$ cat src/common/srba_map.vh
// register map, field positions and timing constants of the rx status slice
`ifndef SRBA_MAP_VH
`define SRBA_MAP_VH
`define SRBA_ADDR_W         4
`define SRBA_ADDR_STATUS2   4'h0
`define SRBA_ADDR_CTRL      4'h1
`define SRBA_ADDR_STATUS1   4'h2
`define SRBA_ADDR_DATA      4'h3
`define SRBA_ADDR_BAUD      4'h4
// status two fields
`define SRBA_S2_LBRK        7
`define SRBA_S2_EDGE        6
`define SRBA_S2_RX_POLARITY_INVERT       4
`define SRBA_S2_WIDSEL      3
`define SRBA_S2_BRKLEN      2
`define SRBA_S2_LONG_BREAK_DETECT_ENABLE       1
`define SRBA_S2_RAF         0
// control fields
`define SRBA_CT_RE          0
`define SRBA_CT_FMT9        1
`define SRBA_CT_STBY        2
// status one fields
`define SRBA_S1_RX_BUFFER_FULL_FLAG        5
`define SRBA_S1_IDLE        4
`define SRBA_S1_FE          1
// reset values
`define SRBA_S2_RST         8'h00
`define SRBA_CT_RST         8'h00
`define SRBA_BAUD_RST       16'h0004
// oversampling phase in ticks, thresholds in bit times
`define SRBA_OVS            4'hf
`define SRBA_OVS_MID        4'h7
`define SRBA_BRK_BASE       4'ha
`define SRBA_IDLE_BITS      4'ha
// data bits per frame and run counter ceiling
`define SRBA_BITS8          4'h8
`define SRBA_BITS9          4'h9
`define SRBA_RUN_MAX        4'hf
`endif

$ cat src/verilog/srba_rx_status.v
// receive polarity, break, idle and activity status of the serial receiver
//
// Overview of operation
// - rx_polarity_invert set inverts sampled receive pin before any processing.
// - inversion applies to data, start, stop, break and idle detection.
// - wake_idle_flag_select 0: idle waking standby receiver does not set idle.
// - wake_idle_flag_select 1: idle waking standby receiver sets idle flag.
// - normal break: 10 low bit times, 11 in 9-bit format.
// - long break enabled: 11 low bit times, 12 in 9-bit format.
// - long break enabled blocks framing error and buffer full flags.
// - rx_active_flag sets when a low start bit is first seen, before the mid-bit check.
// - rx_active_flag clears on idle line; zero means awaiting start.
// - break detected with long break enabled sets line_break_flag; w1c.
// - rx_edge_flag sets on falling edge, rising when inverted.
// - format select 1 means 9-bit data, one extra bit in data and break; idle stays 10 bits.
//
// The plain strobed port and the placing of the registers were chosen for this implementation.
`timescale 1ns/1ps
`default_nettype none
`include "srba_map.vh"
module srba_rx_status (
  input  wire                    sys_clk_i,
  input  wire                    reset_i,
  input  wire                    rxd_i,
  input  wire [`SRBA_ADDR_W-1:0] addr_i,
  input  wire [7:0]              wdata_i,
  input  wire                    wr_i,
  input  wire                    rd_i,
  output reg  [7:0]              rdata_o,
  output reg                     rx_active_o,
  output reg                     line_break_o
);
  localparam ST_IDLE  = 2'b00;
  localparam ST_START = 2'b01;
  localparam ST_DATA  = 2'b10;
  localparam ST_STOP  = 2'b11;

  reg  [7:0]  status2_ff;
  reg  [7:0]  ctrl_ff;
  reg  [15:0] baud_ff;
  reg  [7:0]  rdata_ff;
  reg         rx_buffer_full_flag_ff;
  reg         idle_ff;
  reg         fe_ff;
  reg  [1:0]  state_ff;
  reg  [3:0]  ovs_ff;
  reg  [3:0]  bit_ff;
  reg  [8:0]  shift_ff;
  reg  [3:0]  low_ff;
  reg  [3:0]  high_ff;
  reg         brk_seen_ff;
  reg         idle_armed_ff;
  reg         rx_prev_ff;
  reg         mark_ff;
  wire        tick;
  wire        rx;
  wire        fmt9;
  wire        long_break_detect_enable;
  wire [3:0]  brk_thr;
  wire [3:0]  last_bit;
  wire        samp;
  wire        wr_s2;
  wire        wr_s1;
  wire        edge_ev;
  wire        brk_ev;
  wire        idle_ev;
  wire        stop_ev;
  wire        set_idle;

  function sel;
    input [`SRBA_ADDR_W-1:0] a;
    input [`SRBA_ADDR_W-1:0] b;
    input                    s;
    begin
      sel = s && (a == b);
    end
  endfunction

  srba_baud_tick u_tick (
    .sys_clk_i (sys_clk_i),
    .reset_i   (reset_i),
    .divisor_i (baud_ff),
    .tick_o    (tick)
  );

  assign rx       = rxd_i ^ status2_ff[`SRBA_S2_RX_POLARITY_INVERT];
  assign fmt9     = ctrl_ff[`SRBA_CT_FMT9];
  assign long_break_detect_enable    = status2_ff[`SRBA_S2_LONG_BREAK_DETECT_ENABLE];
  assign brk_thr  = `SRBA_BRK_BASE + {3'b000, fmt9} + {3'b000, long_break_detect_enable};
  assign last_bit = fmt9 ? `SRBA_BITS9 : `SRBA_BITS8;
  // no sampling while disabled: the frozen phase could sit at mid-bit
  assign samp     = tick && ctrl_ff[`SRBA_CT_RE] &&
                    (ovs_ff == `SRBA_OVS_MID);
  assign wr_s2    = sel(addr_i, `SRBA_ADDR_STATUS2, wr_i);
  assign wr_s1    = sel(addr_i, `SRBA_ADDR_STATUS1, wr_i);
  // fall of the inverted level is the active pin edge in both polarities
  assign edge_ev  = rx_prev_ff && !rx;
  assign brk_ev   = samp && !rx && (low_ff + 4'h1 == brk_thr) && !brk_seen_ff;
  assign idle_ev  = samp && rx && idle_armed_ff &&
                    (high_ff + 4'h1 == `SRBA_IDLE_BITS);
  assign stop_ev  = samp && (state_ff == ST_STOP);
  assign set_idle = idle_ev && (!ctrl_ff[`SRBA_CT_STBY] ||
                                status2_ff[`SRBA_S2_WIDSEL]);

  // receive state machine on the oversampling enable
  always @(posedge sys_clk_i) begin
    if (reset_i) begin
      state_ff <= ST_IDLE;
      ovs_ff   <= 4'h0;
      bit_ff   <= 4'h0;
      shift_ff <= 9'h000;
    end else if (!ctrl_ff[`SRBA_CT_RE]) begin
      state_ff <= ST_IDLE;
    end else if (tick) begin
      ovs_ff <= ovs_ff + 4'h1;
      case (state_ff)
        ST_IDLE: begin
          // after a low stop bit wait for a mark, so a held break keeps
          // its sampling phase and the break count is not cut short
          if (!rx && mark_ff) begin
            state_ff <= ST_START;
            ovs_ff   <= 4'h0;
          end
        end
        ST_START: begin
          // false start rejected at mid-bit
          if (samp) begin
            state_ff <= rx ? ST_IDLE : ST_DATA;
            bit_ff   <= 4'h0;
          end
        end
        ST_DATA: begin
          if (samp) begin
            shift_ff <= {rx, shift_ff[8:1]};
            bit_ff   <= bit_ff + 4'h1;
            if (bit_ff + 4'h1 == last_bit)
              state_ff <= ST_STOP;
          end
        end
        ST_STOP: begin
          if (samp)
            state_ff <= ST_IDLE;
        end
        default: state_ff <= ST_IDLE;
      endcase
    end
  end

  // low and high run counters for break and idle detection
  always @(posedge sys_clk_i) begin
    if (reset_i) begin
      low_ff        <= 4'h0;
      high_ff       <= 4'h0;
      brk_seen_ff   <= 1'b0;
      idle_armed_ff <= 1'b0;
      rx_prev_ff    <= 1'b1;
      mark_ff       <= 1'b0;
    end else begin
      rx_prev_ff <= rx;
      if (rx)
        mark_ff <= 1'b1;
      else if (state_ff == ST_START)
        mark_ff <= 1'b0;
      if (samp) begin
        if (rx) begin
          low_ff      <= 4'h0;
          brk_seen_ff <= 1'b0;
          if (high_ff != `SRBA_IDLE_BITS)
            high_ff <= high_ff + 4'h1;
        end else begin
          high_ff       <= 4'h0;
          idle_armed_ff <= 1'b1;
          if (low_ff != `SRBA_RUN_MAX)
            low_ff <= low_ff + 4'h1;
          if (brk_ev)
            brk_seen_ff <= 1'b1;
        end
        if (idle_ev)
          idle_armed_ff <= 1'b0;
      end
    end
  end

  // flags and registers; hardware set wins over software clear
  always @(posedge sys_clk_i) begin
    if (reset_i) begin
      status2_ff <= `SRBA_S2_RST;
      ctrl_ff    <= `SRBA_CT_RST;
      baud_ff    <= `SRBA_BAUD_RST;
      rdata_ff   <= 8'h00;
      rx_buffer_full_flag_ff    <= 1'b0;
      idle_ff    <= 1'b0;
      fe_ff      <= 1'b0;
    end else begin
      if (wr_s2) begin
        status2_ff[`SRBA_S2_RX_POLARITY_INVERT]  <= wdata_i[`SRBA_S2_RX_POLARITY_INVERT];
        status2_ff[`SRBA_S2_WIDSEL] <= wdata_i[`SRBA_S2_WIDSEL];
        status2_ff[`SRBA_S2_BRKLEN] <= wdata_i[`SRBA_S2_BRKLEN];
        status2_ff[`SRBA_S2_LONG_BREAK_DETECT_ENABLE]  <= wdata_i[`SRBA_S2_LONG_BREAK_DETECT_ENABLE];
      end
      if ((wr_s2 && wdata_i[`SRBA_S2_LBRK]))
        status2_ff[`SRBA_S2_LBRK] <= 1'b0;
      if (brk_ev && long_break_detect_enable)
        status2_ff[`SRBA_S2_LBRK] <= 1'b1;
      if (wr_s2 && wdata_i[`SRBA_S2_EDGE])
        status2_ff[`SRBA_S2_EDGE] <= 1'b0;
      if (edge_ev)
        status2_ff[`SRBA_S2_EDGE] <= 1'b1;
      // write data bit 0 ignored here
      if (state_ff != ST_IDLE)
        status2_ff[`SRBA_S2_RAF] <= 1'b1;
      else if (idle_ev)
        status2_ff[`SRBA_S2_RAF] <= 1'b0;
      if (sel(addr_i, `SRBA_ADDR_CTRL, wr_i))
        ctrl_ff <= wdata_i;
      if (sel(addr_i, `SRBA_ADDR_BAUD, wr_i))
        baud_ff <= {8'h00, wdata_i};
      if (set_idle && ctrl_ff[`SRBA_CT_STBY])
        ctrl_ff[`SRBA_CT_STBY] <= 1'b0;
      if (wr_s1 && wdata_i[`SRBA_S1_IDLE])
        idle_ff <= 1'b0;
      if (wr_s1 && wdata_i[`SRBA_S1_FE])
        fe_ff <= 1'b0;
      if (sel(addr_i, `SRBA_ADDR_DATA, rd_i))
        rx_buffer_full_flag_ff <= 1'b0;
      if (set_idle)
        idle_ff <= 1'b1;
      // wake from standby even when idle flag is suppressed
      if (idle_ev && ctrl_ff[`SRBA_CT_STBY])
        ctrl_ff[`SRBA_CT_STBY] <= 1'b0;
      if (stop_ev && !long_break_detect_enable && !ctrl_ff[`SRBA_CT_STBY]) begin
        rx_buffer_full_flag_ff  <= 1'b1;
        // 8-bit frames end one place higher in the shifter
        rdata_ff <= fmt9 ? shift_ff[7:0] : shift_ff[8:1];
        if (!rx)
          fe_ff <= 1'b1;
      end
    end
  end

  // read data in the cycle after the strobe; unmapped reads zero
  always @(posedge sys_clk_i) begin
    if (reset_i) begin
      rdata_o      <= 8'h00;
      rx_active_o  <= 1'b0;
      line_break_o <= 1'b0;
    end else begin
      rx_active_o  <= status2_ff[`SRBA_S2_RAF];
      line_break_o <= status2_ff[`SRBA_S2_LBRK];
      rdata_o      <= 8'h00;
      if (rd_i) begin
        case (addr_i)
          `SRBA_ADDR_STATUS2: rdata_o <= status2_ff;
          `SRBA_ADDR_CTRL:    rdata_o <= ctrl_ff;
          `SRBA_ADDR_STATUS1: rdata_o <= {2'b00, rx_buffer_full_flag_ff, idle_ff,
                                          2'b00, fe_ff, 1'b0};
          `SRBA_ADDR_DATA:    rdata_o <= rdata_ff;
          `SRBA_ADDR_BAUD:    rdata_o <= baud_ff[7:0];
          default:            rdata_o <= 8'h00;
        endcase
      end
    end
  end
endmodule // srba_rx_status
`default_nettype wire

$ cat src/verilog/srba_baud_tick.v
// baud divider: one-cycle enable at sixteen times the bit rate
`timescale 1ns/1ps
`default_nettype none
module srba_baud_tick (
  input  wire        sys_clk_i,
  input  wire        reset_i,
  input  wire [15:0] divisor_i,
  output reg         tick_o
);
  reg [15:0] cnt_ff;
  wire [15:0] nxt_cnt;

  // divisor of zero or one ticks every cycle
  assign nxt_cnt = (cnt_ff + 16'h0001 >= divisor_i) ? 16'h0000
                                                     : cnt_ff + 16'h0001;
  always @(posedge sys_clk_i) begin
    if (reset_i) begin
      cnt_ff <= 16'h0000;
      tick_o <= 1'b0;
    end else begin
      cnt_ff <= nxt_cnt;
      tick_o <= (nxt_cnt == 16'h0000);
    end
  end
endmodule // srba_baud_tick
`default_nettype wire

$ cat config.mk
export PLATFORM = sky130hd
export DESIGN_NAME = srba_rx_status
export DESIGN_NICKNAME = d
export VERILOG_FILES = /design/src/verilog/srba_rx_status.v /design/src/verilog/srba_baud_tick.v
export VERILOG_INCLUDE_DIRS = /design/src /design/src/common
export SDC_FILE = /design/constraint.sdc
export NUM_CORES = 1
export LEC_CHECK = 0
export BUFFER_PORTS_ARGS = -buffer_cell sky130_fd_sc_hd__buf_4
export CORE_ASPECT_RATIO = 1.75
export CORE_MARGIN = 2
export CORE_UTILIZATION = 40
export DETAILED_ROUTE_END_ITERATION = 16
export HOLD_SLACK_MARGIN = 0.06
export PLACE_DENSITY = 0.68
export SLEW_MARGIN = 10
export SYNTH_ARGS = -nofsm -noshare
export SYNTH_HDL_FRONTEND = slang
export SYNTH_SLANG_ARGS = --single-unit
$ cat constraint.sdc
create_clock -name sys_clk_i -period 5.6 [get_ports sys_clk_i]
set_input_delay 0.84 -clock sys_clk_i [delete_from_list [all_inputs] [get_ports sys_clk_i]]
set_output_delay 0.84 -clock sys_clk_i [all_outputs]
set_load 0.03 [all_outputs]
==> impl_results.md <==
- Status: finished clean
- Starting Density: 0.406
- Row count: 50
- Number of port buffers: 26
- Global route overflow: 0
- Core ar.: 10600 um^2
- PD cells: 264 nW/um^2
- DRT iter0 DRCs: 266
- # setup viols final: 0
- Clock sinks: 92
- Worst Clk Skew: 0.00665 ns
- Slew margin rel.: 0.299
- Vias in the first global route: 3479
- Clock buffer count from CTS: 9
- Seq/Total Area, Yosys: 0.429
- Combinational Power Share: 0.043
- Die footprint: 11600 um^2
- WP data required: 5.84 ns
- Fmax achieved: 353 MHz
- Peak supply drop: 0.180 mV
- Synth Cell Area: 4290 um^2
- Root buffer cell: clkbuf_16
- Syn Inst Count: 488
- Final wirelength: 10000 um
- Max-slew violations: 0
- GP Congestion: 0.823
- Post-DP HPWL: 7280 um
- H-tree levels: 3
- Average vias per placed instance: 5.51
- Leakage: 1.73 nW
- Unrepaired setup endpoints after global routing: false
- HP Class: reg2reg
- Commonest non-fill, non-tap cells in the layout: dfxtp_1 (92), nand2_1 (53), a21oi_1 (48)
- Fin. Hold Viols: 0
- First-pass DRT Iterations: 4
- Crit path max fanout: 9
- Yosys reg bits: 92
- Post_cts resized: 0
- Tightest hold margin: 0.459 ns
- Net switching power: 0.297 mW
- Most common cell on crit path: ha_1
- Post-Place Worst Slack: 2.80 ns
- Crit-path slowest cell: dfxtp_1
- Cell variety after synth: 58
- Post-route setup slack: 2.77 ns
- Syn-to-layout area delta: 14.0%
- Ant. Diodes: 0
- Syn Area/Cell: 8.80 um^2
- Flop pwr share: 0.519
- Min Tclk post-route: 2.83 ns
- Layout cells sized above 1: 0.122
- First-pass GRT wire length: 16300 um
- Clock buffer depth: 2
- Top delay family on crit path: compound AO/OA/AOI/OAI gates
- Critical-path cell list: ha_1 -> and4_2 -> nand2_1 -> xor2_1 -> inv_1 -> ha_1 -> a21o_1 -> a21oi_1 -> o31ai_1 -> a31o_1 -> o31a_1
- DRC viols: 0
- Die span in y: 141 um
- WP data arrival: 3.07 ns
- Period utilisation layout: 0.505
- Core Util, Final: 0.463
- Post-CTS setup buffer count: 0
- Ports: 27
- Async S/R FF share, synth: 0
- Top FF cell, synth: dfxtp_1
- Sw Ratio: 0.230
- Kind of critical path: reg2reg
- CTS tree: yes
- Die Wd: 82.3 um
- Most common cell after layout, fill and taps aside: dfxtp_1
- Maxcap violations: 0
- Final ANT Viol Nets: 0
- Int Power: 0.993 mW
- Clock latency on the worst-skew pair: 0.35 ns
- Final net count: 546
- Ys Warns: 0
- Setup TNS: 0 ns
- Largest net degree at the start of global routing: 68
- Worst-Margin Slew: 1.04 ns
- Clock network power share: 0.438
- Crit path buffers/inverters: 1
- Clock Pin Slew Worst Setup and Hold Paths: 0.06 ns
- Initial antenna violation count: 0
- GRT Total Usage: 0.184
- Vias: 3568
- Worst Setup Start Kind: flop
- Number of flops mapped to enable cells by yosys: 0
- Critical path endpoint category: flop
- Cts hold-fix bufs: 0
- Power Total: 1.29 mW
- Crit-path max cell delay: 0.44 ns
- Routed len/inst: 15.4 um
-- sequential cells by signal, indices dropped and copies added, names as in the netlist, 7 cells and up, named ones only --
register / count
u_tick.cnt_ff: 16
status2_ff: 7
ctrl_ff: 8
rdata_o: 8
shift_ff: 9
baud_ff: 8
rdata_ff: 8
-- metal layers --
metal	share of wire	vias to the layer above	GRT usage	routed length (um)
met2	0.55	73	0.317	5470
met3	0.038	21	0.0455	383
met4	0.029	0	0.0912	293
met1	0.39	1669	0.203	3850
li1	-	1805	-	-
met5	0	-	0	0
-- area by class of cell --
cell class,count,area [um^2]
fillers,1055,5680
repair buffers,30,225
clock buffers,10,239
inverters,18,67.6
flip-flops and latches,92,1840
well taps,130,163
clock inverters,6,40.0
multi-input cells,362,2320
-- stage by stage --
stage | std cells | area, um^2
final | 648 | 4890
after global placement | 632 | 4620
after CTS | 648 | 4890
after floorplan | 495 | 4320
after global routing | 648 | 4890
after detailed placement | 632 | 4620
-- Yosys cell counts (2+ instances only) --
library cell,count,area (um^2)
dfxtp_1,92,1840
nand2_1,53,199
a21oi_1,48,240
nor2_1,44,165
nand3_1,34,170
mux2i_1,19,190
clkbuf_1,18,67.6
inv_1,18,67.6
o21ai_0,17,85.1
ha_1,16,200
nor3_1,12,60.1
a211oi_1,10,75.1
xnor2_1,10,87.6
xor2_1,9,78.8
a222oi_1,8,80.1
nand4_1,7,43.8
a22oi_1,6,45.0
nor4_1,6,37.5
and3_1,4,25.0
o31ai_1,4,30.0
and2_1,3,18.8
buf_2,3,15.0
nand3b_1,3,22.5
a21o_1,2,15.0
and4_1,2,17.5
and4b_1,2,20.0
nand2b_1,2,12.5
nor2b_1,2,12.5
nor4_2,2,25.0
nor4_4,2,42.5
nor4b_1,2,17.5
nor4b_4,2,47.6
-- final timing paths --
| path | from | end | slack, ns | cells after the start |
|---|---|---|---|---|
| worst min register to register | ctrl_ff[7] | ctrl_ff[7] | 0.46 | 2 |
| worst max register to register | u_tick.cnt_ff[0] | u_tick.tick_o | 2.77 | 11 |
| worst max-delay path | u_tick.cnt_ff[0] | u_tick.tick_o | 2.77 | 11 |
| worst min-delay path | ctrl_ff[7] | ctrl_ff[7] | 0.46 | 2 |
-- worst reg2reg max path, cell delays in order, from the launching register on --
cell	delay [ns]
dfxtp_1	0.44
ha_1	0.30
and4_2	0.26
nand2_1	0.07
xor2_1	0.21
inv_1	0.07
ha_1	0.30
a21o_1	0.20
a21oi_1	0.16
o31ai_1	0.10
a31o_1	0.33
o31a_1	0.28
-- kinds of logic (layout without fill, tap and decap cells) --
| logic type | Yosys count | after routing | synth area share |
|---|---|---|---|
| xor+xnor | 19 | 19 | 0.0388 |
| other cells | 1 | 8 | 0.000874 |
| fa+ha+maj | 16 | 16 | 0.0466 |
| flops | 92 | 92 | 0.429 |
| compound gates | 105 | 105 | 0.154 |
| simple gates | 195 | 195 | 0.248 |
| mux | 19 | 19 | 0.0443 |
| buf+inv | 41 | 64 | 0.0385 |
-- power by group through the flow --
stage / sequential [mW] / combinational, mW / clock, mW
2_1_floorplan: 0.682 / 0.0325 / 0
3_3_place_gp: 0.684 / 0.0540 / 0
3_5_place_dp: 0.684 / 0.0552 / 0
4_1_cts: 0.669 / 0.0553 / 0.578
5_1_grt: 0.670 / 0.0612 / 0.606
6_report: 0.669 / 0.0553 / 0.566
Power figures use the tool's default switching activity.
